File: src/motor_channel_pkg.sv
// Purpose: shared constants and types for the motor channel manager
// Assumes: six motor outputs, one peripheral clock
// Notes:   routing table rows are indexed by {interval, cfg bit}
//
// Function
// - preload next phase bits, copy all six into phase register on C event
// - phase clear drives inverse polarity; phase set drives polarity, PWM allowed
// - direct access mode writes next phase bits straight into phase register
// - direct access mode: any next phase write generates a C event
// - direct access mode: PWM routing chosen only by Z-to-C config bit
// - direct access mode: timer clock off, D and Z events ignored
// - group bit 0 puts output in high group, 1 in low group
// - multiplexer applies PWM to high, low or both groups per step state
// - demag config bit preloaded, taken on C event, governs C-to-D at once
// - dedicated config bit governs routing between D and Z events
// - dedicated config bit governs routing from Z until next C
// - emergency input low forces outputs to reset state asynchronously
// - emergency input clears the motor output enable bit
// - emergency raises interrupt request only while its mask bit is set
// - emergency shutdown works with the clock stopped
// - output reset state selectable: high impedance, low or high
package motor_channel_pkg;

    // ------------------------------------------------------------
    // widths and layout
    // ------------------------------------------------------------
    localparam int unsigned NUM_CH = 6;
    localparam int unsigned ROUTE_W = 2;
    localparam int unsigned ROUTE_ROWS = 6;
    // bit positions inside one routing entry
    localparam int unsigned ROUTE_HIGH_BIT = 0;
    localparam int unsigned ROUTE_LOW_BIT = 1;
    localparam logic [NUM_CH-1:0] PHASE_RST = 6'h00;
    localparam logic [NUM_CH-1:0] ALL_CH = 6'h3f;

    // ------------------------------------------------------------
    // types
    // ------------------------------------------------------------
    typedef logic [NUM_CH-1:0] ch_t;
    typedef logic [ROUTE_W*ROUTE_ROWS-1:0] route_tbl_t;

    typedef enum logic [1:0] {
        OUT_RST_HIZ,
        OUT_RST_LOW,
        OUT_RST_HIGH
    } out_rst_e;

    typedef enum logic [1:0] {
        STEP_DEMAG,
        STEP_D_TO_Z,
        STEP_Z_TO_C
    } step_e;

    typedef struct packed {
        logic direct_access;
        logic clock_enable;
        logic pwm_cfg_demag;
        logic pwm_cfg_d_to_z;
        logic pwm_cfg_z_to_c;
    } motor_cfg_s;

    typedef struct packed {
        logic c_evt;
        logic d_evt;
        logic z_evt;
    } step_evt_s;

    // default routing: cfg 0 -> high group, cfg 1 -> low group,
    // row order {STEP_DEMAG,0},{DEMAG,1},{D_TO_Z,0}...{Z_TO_C,1}
    localparam route_tbl_t ROUTE_DEFAULT = 12'h999;

endpackage : motor_channel_pkg

File: src/motor_channel_manager.sv
// Purpose: phase state, PWM routing and emergency stop of six outputs
// Assumes: all inputs synchronous to clk except rst and emergency_stop_n
// Notes:   emergency path acts without clk through the flop resets
`timescale 1ns/1ns
`default_nettype none

module motor_channel_manager
    import motor_channel_pkg::*;
#(
    parameter out_rst_e   OUT_RST   = OUT_RST_HIZ,
    parameter route_tbl_t ROUTE_TBL = ROUTE_DEFAULT
) (
    // ------------------------------------------------------------
    // clock and reset
    // ------------------------------------------------------------
    input  wire logic       clk,
    input  wire logic       rst,
    // ------------------------------------------------------------
    // software control
    // ------------------------------------------------------------
    input  wire logic       next_phase_wr,
    input  wire ch_t        next_phase_bits,
    input  wire ch_t        polarity_bits,
    input  wire ch_t        group_assign_reg,
    input  wire motor_cfg_s cfg,
    input  wire logic       moe_set,
    input  wire logic       emergency_irq_mask,
    input  wire logic       emergency_irq_clr,
    // ------------------------------------------------------------
    // event detection and pwm source
    // ------------------------------------------------------------
    input  wire step_evt_s  evt,
    input  wire logic       pwm_in,
    // ------------------------------------------------------------
    // emergency pin
    // ------------------------------------------------------------
    input  wire logic       emergency_stop_n,
    // ------------------------------------------------------------
    // status
    // ------------------------------------------------------------
    output var  ch_t        phase_state_reg,
    output var  ch_t        next_phase_pre,
    output var  logic       motor_output_enable,
    output var  logic       emergency_irq,
    output var  logic       timer_clk_en,
    output var  logic       commutation_evt,
    output var  logic       d_evt_seen,
    output var  logic       z_evt_seen,
    output var  step_e      step_state,
    // ------------------------------------------------------------
    // motor outputs to gate drivers
    // ------------------------------------------------------------
    output var  ch_t        motor_outputs,
    output var  ch_t        motor_outputs_oe
);

    // ------------------------------------------------------------
    // reset constants
    // ------------------------------------------------------------
    // constant per option, so it may feed an async reset
    localparam ch_t OUT_RST_LVL =
        (OUT_RST == OUT_RST_HIGH) ? ALL_CH : PHASE_RST;
    localparam ch_t OUT_RST_OE =
        (OUT_RST == OUT_RST_HIZ) ? PHASE_RST : ALL_CH;

    // emergency is a reset, so no clock is needed to kill outputs
    logic kill;
    assign kill = rst | ~emergency_stop_n;

    // ------------------------------------------------------------
    // phase state and preload
    // ------------------------------------------------------------
    ch_t   phase_r;
    ch_t   phase_nxt;
    ch_t   pre_r;
    ch_t   pre_nxt;
    logic  demag_r;
    logic  demag_nxt;
    logic  comm;

    // direct write creates its own commutation
    assign comm = evt.c_evt
                | (cfg.direct_access & next_phase_wr);

    always_comb begin
        pre_nxt   = pre_r;
        phase_nxt = phase_r;
        demag_nxt = demag_r;
        if (next_phase_wr) begin
            pre_nxt = next_phase_bits;
        end
        if (cfg.direct_access && next_phase_wr) begin
            phase_nxt = next_phase_bits;
        end else if (comm) begin
            phase_nxt = pre_r;
        end
        if (comm) begin
            demag_nxt = cfg.pwm_cfg_demag;
        end
    end

    always_ff @(posedge clk or posedge rst) begin
        if (rst) begin
            phase_r <= PHASE_RST;
            pre_r   <= PHASE_RST;
            demag_r <= 1'b0;
        end else begin
            phase_r <= phase_nxt;
            pre_r   <= pre_nxt;
            demag_r <= demag_nxt;
        end
    end

    // ------------------------------------------------------------
    // step interval tracking
    // ------------------------------------------------------------
    step_e step_r;
    step_e step_nxt;
    logic  d_ok;
    logic  z_ok;

    assign d_ok = evt.d_evt & ~cfg.direct_access;
    assign z_ok = evt.z_evt & ~cfg.direct_access;

    always_comb begin
        step_nxt = step_r;
        // a C event wins over a D or Z in the same cycle
        if (comm) begin
            step_nxt = STEP_DEMAG;
        end else begin
            case (step_r)
                STEP_DEMAG: begin
                    if (d_ok) begin
                        step_nxt = STEP_D_TO_Z;
                    end
                end
                STEP_D_TO_Z: begin
                    if (z_ok) begin
                        step_nxt = STEP_Z_TO_C;
                    end
                end
                STEP_Z_TO_C: begin
                    step_nxt = STEP_Z_TO_C;
                end
                default: begin
                    step_nxt = STEP_DEMAG;
                end
            endcase
        end
    end

    always_ff @(posedge clk or posedge rst) begin
        if (rst) begin
            step_r <= STEP_DEMAG;
        end else begin
            step_r <= step_nxt;
        end
    end

    // ------------------------------------------------------------
    // pwm routing lookup
    // ------------------------------------------------------------
    logic                       cfg_bit;
    logic [2:0]                 row;
    logic [ROUTE_W-1:0]         route;

    always_comb begin
        cfg_bit = cfg.pwm_cfg_z_to_c;
        row     = {STEP_Z_TO_C, 1'b0};
        if (cfg.direct_access) begin
            cfg_bit = cfg.pwm_cfg_z_to_c;
            row     = {STEP_Z_TO_C, cfg_bit};
        end else begin
            case (step_r)
                STEP_DEMAG:  cfg_bit = demag_r;
                STEP_D_TO_Z: cfg_bit = cfg.pwm_cfg_d_to_z;
                STEP_Z_TO_C: cfg_bit = cfg.pwm_cfg_z_to_c;
                default:     cfg_bit = cfg.pwm_cfg_z_to_c;
            endcase
            row = {step_r, cfg_bit};
        end
        route = ROUTE_TBL[row*ROUTE_W +: ROUTE_W];
    end

    // ------------------------------------------------------------
    // per channel output logic
    // ------------------------------------------------------------
    ch_t out_nxt;

    for (genvar i = 0; i < NUM_CH; i++) begin : g_ch
        logic gated;
        logic on;
        // group bit picks which bit of the routing entry applies
        assign gated = group_assign_reg[i]
                     ? route[ROUTE_LOW_BIT]
                     : route[ROUTE_HIGH_BIT];
        assign on = phase_r[i] & (~gated | pwm_in);
        assign out_nxt[i] = on ? polarity_bits[i]
                               : ~polarity_bits[i];
    end

    // ------------------------------------------------------------
    // motor output enable
    // ------------------------------------------------------------
    logic moe_r;
    logic moe_nxt;

    always_comb begin
        moe_nxt = moe_r;
        if (moe_set) begin
            moe_nxt = 1'b1;
        end
    end

    always_ff @(posedge clk or posedge kill) begin
        if (kill) begin
            moe_r <= 1'b0;
        end else begin
            moe_r <= moe_nxt;
        end
    end

    // ------------------------------------------------------------
    // output buffers
    // ------------------------------------------------------------
    ch_t drv_nxt;
    ch_t oe_nxt;

    always_comb begin
        drv_nxt = OUT_RST_LVL;
        oe_nxt  = OUT_RST_OE;
        // disabled outputs sit in the chosen reset state
        if (moe_r) begin
            drv_nxt = out_nxt;
            oe_nxt  = ALL_CH;
        end
    end

    always_ff @(posedge clk or posedge kill) begin
        if (kill) begin
            motor_outputs    <= OUT_RST_LVL;
            motor_outputs_oe <= OUT_RST_OE;
        end else begin
            motor_outputs    <= drv_nxt;
            motor_outputs_oe <= oe_nxt;
        end
    end

    // ------------------------------------------------------------
    // emergency interrupt
    // ------------------------------------------------------------
    logic irq_r;
    logic irq_nxt;

    always_comb begin
        irq_nxt = irq_r;
        if (emergency_irq_clr) begin
            irq_nxt = 1'b0;
        end
        // set wins over clear so a stop is never missed
        if (~emergency_stop_n & emergency_irq_mask) begin
            irq_nxt = 1'b1;
        end
    end

    always_ff @(posedge clk or posedge rst) begin
        if (rst) begin
            irq_r <= 1'b0;
        end else begin
            irq_r <= irq_nxt;
        end
    end

    // ------------------------------------------------------------
    // registered status
    // ------------------------------------------------------------
    always_ff @(posedge clk or posedge rst) begin
        if (rst) begin
            phase_state_reg <= PHASE_RST;
            next_phase_pre  <= PHASE_RST;
            timer_clk_en    <= 1'b0;
            commutation_evt <= 1'b0;
            d_evt_seen      <= 1'b0;
            z_evt_seen      <= 1'b0;
            step_state      <= STEP_DEMAG;
        end else begin
            phase_state_reg <= phase_nxt;
            next_phase_pre  <= pre_nxt;
            timer_clk_en    <= cfg.clock_enable
                             & ~cfg.direct_access;
            commutation_evt <= comm;
            d_evt_seen      <= d_ok & (step_r == STEP_DEMAG);
            z_evt_seen      <= z_ok & (step_r == STEP_D_TO_Z);
            step_state      <= step_nxt;
        end
    end

    assign motor_output_enable = moe_r;
    assign emergency_irq       = irq_r;

endmodule : motor_channel_manager

`default_nettype wire

File: config.mk
export PLATFORM = sky130hd
export DESIGN_NAME = motor_channel_manager
export DESIGN_NICKNAME = d
export VERILOG_FILES = /design/src/motor_channel_pkg.sv /design/src/motor_channel_manager.sv
export SDC_FILE = /design/constraint.sdc
export NUM_CORES = 1
export LEC_CHECK = 0
export ABC_AREA = 1
export BUFFER_PORTS_ARGS = -buffer_cell sky130_fd_sc_hd__buf_2
export CAP_MARGIN = 20
export CORE_MARGIN = 1
export CORE_UTILIZATION = 47
export DETAILED_ROUTE_END_ITERATION = 7
export PLACE_DENSITY_LB_ADDON = 0.05
export SLEW_MARGIN = 10
export SYNTH_ARGS = -nofsm -noshare
export SYNTH_HDL_FRONTEND = slang
export SYNTH_SLANG_ARGS = --single-unit
export TNS_END_PERCENT = 10
File: constraint.sdc
create_clock -name clk -period 2.6 [get_ports clk]
set_input_delay 0.39 -clock clk [delete_from_list [all_inputs] [get_ports clk]]
set_output_delay 0.39 -clock clk [all_outputs]
set_load 0.005 [all_outputs]
==> flow_summary.json, run 1 <==
{
  "synth_top_family_by_area": "simple AND/OR/NAND/NOR gates",
  "ios": 66,
  "finalWirelength_um": 2940,
  "htreeDepth": 1,
  "ys_ff_latch": 28,
  "wirelength_met1_um": 1270,
  "status": "complete, but fails checks",
  "yosys.area_share.xor_xnor": 0,
  "cts_setup_buffers": 0,
  "ant_nets": 0,
  "hold_violations": 0,
  "drive_above_1_share": 0.366,
  "p_leak_nw": 1.04,
  "highest_layer": "met4",
  "grt_pass1_wl_um": 4710,
  "max_slew_margin": 0.497,
  "crit_type": "register to register",
  "drv_cap": 0,
  "dr.pass1.iters": 6,
  "synth_nets": 209,
  "maxSlewViolCount": 0,
  "final-setup-viol-count": 0,
  "io_buffer_count": 65,
  "post_cts_resized": 0,
  "vdd_drop_max_uv": 324,
  "path_max_fanout": 6,
  "layout_min_cycle_time_ns": 1.63,
  "row_count": 19,
  "slowest_delay_ns": 0.42,
  "final_common_cell": "buf_2",
  "via_count": 1313,
  "fin_cells": 266,
  "initial_utilization": 0.503,
  "syn_inst": 172,
  "synth-adder-area-share": 0.0266,
  "nets": 273,
  "cts_buffers": 3,
  "fmax_ghz": 0.612,
  "grt_pass1_vias": 1142,
  "dpl.hpwl_um": 2380,
  "synth-compound-area-share": 0.0966,
  "rsz0062_at_grt": "false",
  "endpoint_kind": "register",
  "fin_crit_sh": 0.629,
  "crit_required_ns": 2.84,
  "wl_met3_um": 233,
  "die_y_um": 56.8,
  "grt_max_degree": 21,
  "clk-insertion-delay-late_ns": 0.33,
  "grt_usage": 0.188,
  "die_w_um": 56.8,
  "finalSetupTns_ns": 0,
  "placed_area_sq_mm": 0.00173,
  "crit_slowest_cell": "dfrtp_1",
  "drt_iter0_markers": 51,
  "viasPerCell": 4.94,
  "synth_area_per_cell_sq_um": 8.21,
  "wl_per_cell_um": 11.1,
  "place_congestion": 0.834,
  "synth-simple-area-share": 0.270,
  "violations": "DRC",
  "power_density_mw_per_mm2": 597,
  "drc": 13,
  "nFillCells": 268,
  "start_kind": "register",
  "ys_types": 21,
  "dp.cells": 262,
  "num_antenna_cells": 0,
  "finClkSkew_ns": 0.00652,
  "path_cells": "inv_1 > ha_1 > o21ai_2 > nand2_1 > nand3_2 > nand2_1 > nand3_2 > a21oi_1 > nor2_1",
  "path_clk_slew_ns": 0.15,
  "worst_pin_slew_ns": 0.754,
  "synth.area.mux_share": 0,
  "grt-ovfl-total": 0,
  "dieArea_sq_mm": 0.00323,
  "hold_buffers": 0,
  "clkSinkCount": 28,
  "r2r_cells": 9,
  "antenna_found_initial": 0,
  "area_growth_pct": 26.6,
  "core_area_sq_mm": 0.00281,
  "cts_root_buf": "clkbuf_4",
  "synth.yosys.seq_area_share": 0.496,
  "critPathArrivalTime_ns": 1.87,
  "clock_path_buffers": 2,
  "met2RoutedLength_um": 1410,
  "cts_tree": "yes",
  "design_area_sq_mm": 0.00179,
  "most-common-layout-cells": "65 x buf_2, 50 x nand2_1, 28 x dfrtp_1",
  "synth_area_sq_mm": 0.00141,
  "yosys_warnings": 0,
  "hold_path.class": "input port to asynchronous set/reset pin"
}
[area by class of cell]
cell class              instances  area, sq um  area share
multi-input cells             108          556       0.311
inverters                      30          114      0.0637
well taps                      31         38.8      0.0217
flip-flops and latches         28          701       0.392
repair buffers                 65          325       0.182
clock inverters                 1         30.0      0.0168
clock buffers                   3         22.5      0.0126
[power breakdown]
part           total (mW)  leakage (nW)  switching, mW  internal (mW)
clock               0.284        0.0279          0.128          0.156
sequential          0.512         0.341         0.0298          0.482
combinational       0.270         0.670          0.155          0.115
total                1.07          1.04          0.313          0.753
[layer usage]
layer | GRT usage | vias to the layer above
met5 | 0 | -
met4 | 0.0697 | 0
met3 | 0.0253 | 4
met2 | 0.338 | 53
met1 | 0.227 | 599
li1 | - | 657
[worst max-delay path: cells and delay by family, from the launching register on]
family / cells / cell delay, ns
AOI/OAI and AO/OA: 2 / 0.24
buffers and inverters: 1 / 0.13
adders and majority gates: 1 / 0.26
DFF: 1 / 0.42
and+or+nand+nor: 5 / 0.51
[cells by family (layout without fill, tap and decap cells)]
logic type | Yosys count | in the layout
and+or+nand+nor | 82 | 82
buffers and inverters | 36 | 99
DFF | 28 | 28
AOI/OAI and AO/OA | 23 | 23
adders and majority gates | 3 | 3
[worst paths after layout]
path | from | end | slack, ns
min | emergency_stop_n | motor_outputs[0] | 0.15
min reg2reg | demag_r | demag_r | 0.52
max reg2reg | step_state[1] | motor_outputs[1] | 0.97
max in group asynchronous | rst | phase_state_reg[5] | 1.95
min in group clk | cfg[4] | timer_clk_en | 0.24
max | step_state[1] | motor_outputs[1] | 0.97
[stage by stage]
stage	total power [mW]	setup WS, ns	hold WS (ns)	utilization
CTS	1.07	0.979	0.159	0.637
floorplan	0.683	1.16	0.354	-
finish	1.07	0.965	0.152	0.637
global placement	0.776	1.12	0.482	0.618
detailed placement	0.791	0.987	0.487	0.618
global route	1.13	0.781	0.198	0.637
[cells in the mapped netlist]
master    instances  share of area
a21oi_1           8          0.028
a22o_1            1         0.0062
buf_4             5          0.027
clkbuf_1          1         0.0027
clkinv_2          1         0.0035
dfrtp_1          28           0.50
ha_1              3          0.027
inv_1            25          0.066
inv_2             4          0.011
nand2_1          50           0.13
nand2_2           3          0.013
nand3_1          10          0.035
nand3_2           7          0.050
nor2_1           10          0.027
nor2_4            1         0.0080
o211ai_1          1         0.0053
o21ai_0           6          0.021
o21ai_1           3          0.011
o21ai_2           1         0.0062
o311ai_1          3          0.019
or2_1             1         0.0044
(Power assumes the default switching activity.)
==> inputs of run 2 (changes only) <==
Settings changed: ABC_AREA 1 to 0, CORE_UTILIZATION 47 to 43.
Clock period 2.6 ns to 1.5 ns, I/O delays scaled along.
==> flow_summary.json, run 2 <==
{
  "dr.pass1.iters": 4,
  "nets": 272,
  "row_count": 22,
  "intPower_mw": 1.34,
  "synthFlopType": "dfrtp_1",
  "cts_buffers": 3,
  "r2r-start": "step_state[0]",
  "min_path_cells": 2,
  "dpl.hpwl_um": 2950,
  "rsz0062_at_grt": "true",
  "grt-ovfl-total": 0,
  "finClkSkew_ns": 0.00690,
  "htreeDepth": 1,
  "fin_cells": 282,
  "hold_path.class": "input port to register",
  "path_cells": "ha_4 > a22oi_2 > buf_4 > o2bb2ai_4 > o21ai_1 > nand4_1",
  "fin_crit_sh": 0.960,
  "nFillCells": 323,
  "num_antenna_cells": 0,
  "path_max_fanout": 6,
  "critPathLaunch": "step_state[0]",
  "core_area_sq_mm": 0.00366,
  "layout_min_cycle_time_ns": 1.44,
  "synth_nets": 206,
  "crit_type": "register to register",
  "max_slew_margin": 0.773,
  "design_area_sq_mm": 0.00218,
  "r2r-end": "motor_outputs[0]",
  "worst_pin_slew_ns": 0.340,
  "io_buffer_count": 65,
  "cts_tree": "yes",
  "drive_above_1_share": 0.474,
  "start_kind": "register",
  "power_density_mw_per_mm2": 867,
  "drt_iter0_markers": 137,
  "clock_path_buffers": 2,
  "synthTopCellsByCount": "28 x dfrtp_1, 15 x nand2_1, 13 x o21ai_0",
  "synth_most_common_cell": "dfrtp_1",
  "maxSlewViolCount": 0,
  "p_sw_frac": 0.290,
  "wl_per_cell_um": 14.3,
  "die_y_um": 64.0,
  "path_clk_slew_ns": 0.10,
  "fmax_ghz": 0.695,
  "ant_nets": 0,
  "placed_area_sq_mm": 0.00201,
  "ff2ff_setup_slack_ns": 0.06,
  "ys_types": 33,
  "initial_utilization": 0.451,
  "syn_inst": 169,
  "synth-edff-count": 0,
  "antenna_found_initial": 0,
  "die_w_um": 64.0,
  "grt_pass1_vias": 1514,
  "pwr-share-clk": 0.249,
  "synth_area_sq_mm": 0.00165,
  "grt_pass1_wl_um": 6730,
  "status": "finished, final reports clean",
  "clk-insertion-delay-late_ns": 0.28,
  "final-setup-viol-count": 0,
  "via_count": 1514,
  "place_ws_ns": -0.159,
  "synthTopCellsByArea": "dfrtp_1 42%, nor4_2 5.3%, mux2i_1 4.9%",
  "dp.cells": 275,
  "grt_max_degree": 20,
  "yosys_warnings": 0,
  "p_sw_uw": 546,
  "finalSetupTns_ns": 0,
  "place_congestion": 0.691,
  "synth.yosys.seq_area_share": 0.425,
  "setup_slack_ns": 0.0607,
  "r2r_cells": 6,
  "hold_violations": 0,
  "clkSinkCount": 28,
  "final_common_cell": "buf_2",
  "finalWirelength_um": 4030,
  "synth_area_per_cell_sq_um": 9.77,
  "ios": 66,
  "critPathArrivalTime_ns": 1.60,
  "viasPerCell": 5.37,
  "most-common-layout-cells": "65 x buf_2, 27 x dfrtp_1, 15 x nand2_1",
  "crit_required_ns": 1.66,
  "vdd_drop_max_uv": 463,
  "ys_ff_latch": 28,
  "slowest_delay_ns": 0.46,
  "p_leak_nw": 1.03,
  "drc": 0,
  "crit_slowest_cell": "dfrtp_2",
  "area_growth_pct": 31.8,
  "hold_end": "emergency_irq",
  "synth_top_area_frac": 0.425,
  "yosysTopAreaCell": "dfrtp_1",
  "power_frac_seq": 0.481,
  "cts_root_buf": "clkbuf_8",
  "dieArea_sq_mm": 0.00409,
  "grt_usage": 0.214,
  "comb_power_share": 0.270,
  "async_flop_share": 1.00,
  "endpoint_kind": "register",
  "drv_cap": 0,
  "hp-start": "emergency_irq_clr"
}
-- run 2: cell count changes after synthesis, moves of 6 or more --
cell	change
nand2_1	-35
inv_1	-18
nand4_1	+12
nand3_1	-10
a21oi_1	-8
mux2i_1	+8
nand2b_1	+7
nand3_2	-7
nor4_2	+7
o21ai_0	+7
mux2_2	+6
or3b_2	+6
-- run 2: area by class of cell --
class                   count  area (sq um)  share of cell area
well taps                  48          60.1              0.0276
inverters                   7          26.3              0.0121
multi-input cells         119           916               0.421
repair buffers             76           417               0.191
flip-flops and latches     28           702               0.323
clock buffers               4          55.1              0.0253
-- run 2: repair_timing --
item | in CTS | in global routing
setup endpoints to repair | 6 | 7
setup buffers | 0 | 1
hold buffers | 2 | 0
resized for setup | 5 | 15
pin swaps | 1 | 2
hold endpoints to repair | 9 | 0
cloned | 0 | 0
-- run 2: how the worst max path moves through the flow --
stage | end | slack, ns | cells after the start
after floorplan | motor_outputs[3] | 0.05 | 6
after CTS | motor_outputs[0] | 0.008 | 6
after global routing | motor_outputs[4] | -0.03 | 6
after global placement | motor_outputs[1] | -0.04 | 6
final | motor_outputs[0] | 0.06 | 6
after detailed placement | motor_outputs[0] | -0.16 | 6
-- run 2: power groups by stage --
stage	registers [mW]	clock network, mW	logic [mW]
after floorplan	0.915	0	0.237
after global placement	0.911	0	0.427
after detailed placement	0.918	0	0.447
after CTS	0.904	0.486	0.469
after global routing	0.920	0.508	0.568
final	0.907	0.469	0.509
-- run 2: cell families (layout without fill, tap and decap cells) --
kind of cell | after synthesis | count (layout) | share of synthesized area
compound gates | 24 | 24 | 0.0826
fa+ha+maj | 3 | 3 | 0.0227
buf+inv | 22 | 87 | 0.0697
simple gates | 77 | 77 | 0.302
flops | 28 | 28 | 0.425
mux | 15 | 15 | 0.0986
-- run 2: worst max-delay path, delay by kind of cell, from the launching register on --
kind | cells | cell delay [ns]
DFF | 1 | 0.46
AOI/OAI and AO/OA | 3 | 0.42
adders and majority gates | 1 | 0.20
buffers and inverters | 1 | 0.16
and+or+nand+nor | 1 | 0.09
-- run 2: per-layer routing --
metal	GRT usage	part of all wire
met5	0	0
met4	0.0767	0.017
met3	0.0250	0.052
met2	0.392	0.53
met1	0.253	0.40
-- run 2: through the flow --
| stage | util | power [mW] | hold WS, ns |
|---|---|---|---|
| 6_report | 0.594 | 1.89 | 0.131 |
| 5_1_grt | 0.594 | 2.00 | 0.144 |
| 4_1_cts | 0.575 | 1.86 | 0.118 |
| 3_5_place_dp | 0.548 | 1.37 | 0.0880 |
| 3_3_place_gp | 0.548 | 1.34 | 0.0805 |
| 2_1_floorplan | - | 1.15 | 0.189 |
==> inputs of run 3 (changes only) <==
Settings changed: CORE_UTILIZATION 43 to 40.
==> flow_summary.json, run 3 (same netlist as run 2, synthesis figures left out) <==
{
  "clkSinkCount": 28,
  "row_count": 22,
  "most-common-layout-cells": "65 x buf_2, 27 x dfrtp_1, 15 x nand2_1",
  "comb_power_share": 0.254,
  "dieArea_sq_mm": 0.00439,
  "max_slew_margin": 0.790,
  "setup_slack_ns": 0.0477,
  "rsz0062_at_grt": "true",
  "initial_utilization": 0.434,
  "dr.pass1.iters": 4,
  "place_ws_ns": -0.116,
  "cts_tree": "yes",
  "drive_above_1_share": 0.455,
  "dpl.hpwl_um": 2990,
  "p_sw_frac": 0.286,
  "grt_usage": 0.190,
  "crit_slowest_cell": "dfrtp_1",
  "grt_pass1_wl_um": 6290,
  "nets": 271,
  "via_count": 1499,
  "power_density_mw_per_mm2": 873,
  "fmax_ghz": 0.689,
  "worst-path-stages": 6,
  "clk-insertion-delay-late_ns": 0.27,
  "path_delay_family": "simple AND/OR/NAND/NOR gates",
  "drt_iter0_markers": 53,
  "cp_common_cell": "buf_4",
  "design_area_sq_mm": 0.00211,
  "place_congestion": 0.706,
  "layout_min_cycle_time_ns": 1.45,
  "finClkSkew_ns": 0.00258,
  "htreeDepth": 1,
  "fin_crit_sh": 0.968,
  "grt-ovfl-total": 0,
  "viasPerCell": 5.33,
  "final_util": 0.556,
  "pwr-share-clk": 0.254,
  "maxSlewViolCount": 0,
  "cts_root_buf": "clkbuf_8",
  "power_mw": 1.84,
  "critPathArrivalTime_ns": 1.66,
  "final_common_cell": "buf_2",
  "area_growth_pct": 28.1,
  "wl_per_cell_um": 13.9,
  "p_sw_uw": 528,
  "num_antenna_cells": 0,
  "crit_type": "register to register",
  "grt_pass1_vias": 1400,
  "die_w_um": 66.2,
  "grt_max_degree": 20,
  "slowest_delay_ns": 0.39,
  "cts_buffers": 3,
  "drv_cap": 0,
  "power_frac_seq": 0.491,
  "nFillCells": 364,
  "final-setup-viol-count": 0,
  "finalWirelength_um": 3910,
  "worst_pin_slew_ns": 0.315,
  "status": "finished, final reports clean",
  "ant_nets": 0,
  "crit_required_ns": 1.71,
  "path_cells": "buf_4 > and3b_1 > buf_4 > nor4_1 > o21ai_0 > nand4_1",
  "finalSetupTns_ns": 0,
  "min_path_cells": 2,
  "hold_path.class": "input port to register",
  "placed_area_sq_mm": 0.00201,
  "core_area_sq_mm": 0.00380,
  "antenna_found_initial": 0,
  "p_leak_nw": 1.02,
  "ios": 66,
  "worst-path-buf-inv": 2,
  "vdd_drop_max_uv": 441,
  "path_max_fanout": 6,
  "path_clk_slew_ns": 0.09,
  "intPower_mw": 1.32,
  "r2r_cells": 6,
  "clock_path_buffers": 2,
  "die_y_um": 66.2,
  "endpoint_kind": "register",
  "start_kind": "register",
  "drc": 0,
  "hold_violations": 0,
  "io_buffer_count": 65
}
[run 3: cell count changes in the layout (fill, tap and decap cells not counted), sizes merged]
cell,change
buf,-1
[run 3: per-layer routing]
metal,vias to the layer above,share of wire,global-route usage
met3,2,0.041,0.0207
met4,0,0.0041,0.0319
met5,-,0,0
met2,43,0.53,0.369
li1,734,-,-
met1,720,0.42,0.223
[run 3: worst reg2reg max path, delay by kind of cell, from the launching register on]
family                 cells  cell delay [ns]
AOI/OAI and AO/OA          1             0.15
buffers and inverters      2             0.31
DFF                        1             0.39
and+or+nand+nor            3             0.55
[run 3: power groups by stage]
stage	logic, mW	registers (mW)	clock network [mW]
final	0.469	0.906	0.469
after CTS	0.462	0.905	0.484
after global routing	0.529	0.919	0.513
after global placement	0.430	0.912	0
after detailed placement	0.448	0.919	0
after floorplan	0.237	0.915	0
[run 3: area by class of cell]
| type | count | area [sq um] | area share |
|---|---|---|---|
| repair buffers | 75 | 409 | 0.194 |
| clock buffers | 4 | 55.1 | 0.0261 |
| multi-input cells | 119 | 861 | 0.407 |
| well taps | 48 | 60.1 | 0.0284 |
| inverters | 7 | 26.3 | 0.0124 |
| flip-flops and latches | 28 | 702 | 0.332 |
[run 3: final timing paths]
kind	start	end	slack [ns]
worst max-delay path	step_state[1]	motor_outputs[4]	0.05
worst min-delay path	emergency_irq_clr	emergency_irq	0.13
worst max register to register	step_state[1]	motor_outputs[4]	0.05
worst min register to register	emergency_irq	emergency_irq	0.54
max in group asynchronous	rst	step_state[0]	0.72
min in group asynchronous	rst	emergency_irq	0.34
[run 3: what timing repair did]
item                                    in CTS  in global routing
endpoints found under the setup margin       6                  8
pin swaps                                    2                  0
endpoints found under the hold margin        9                  0
gates resized for setup                      3                  6
buffers inserted                             0                  0
cloned                                       0                  0
hold buffers                                 2                  0
[run 3: per-stage QoR]
| step | hold slack (ns) | instances |
|---|---|---|
| after floorplan | 0.189 | 169 |
| after global placement | 0.0800 | 275 |
| after detailed placement | 0.0835 | 275 |
| after CTS | 0.125 | 281 |
| after global routing | 0.123 | 281 |
| final | 0.130 | 281 |
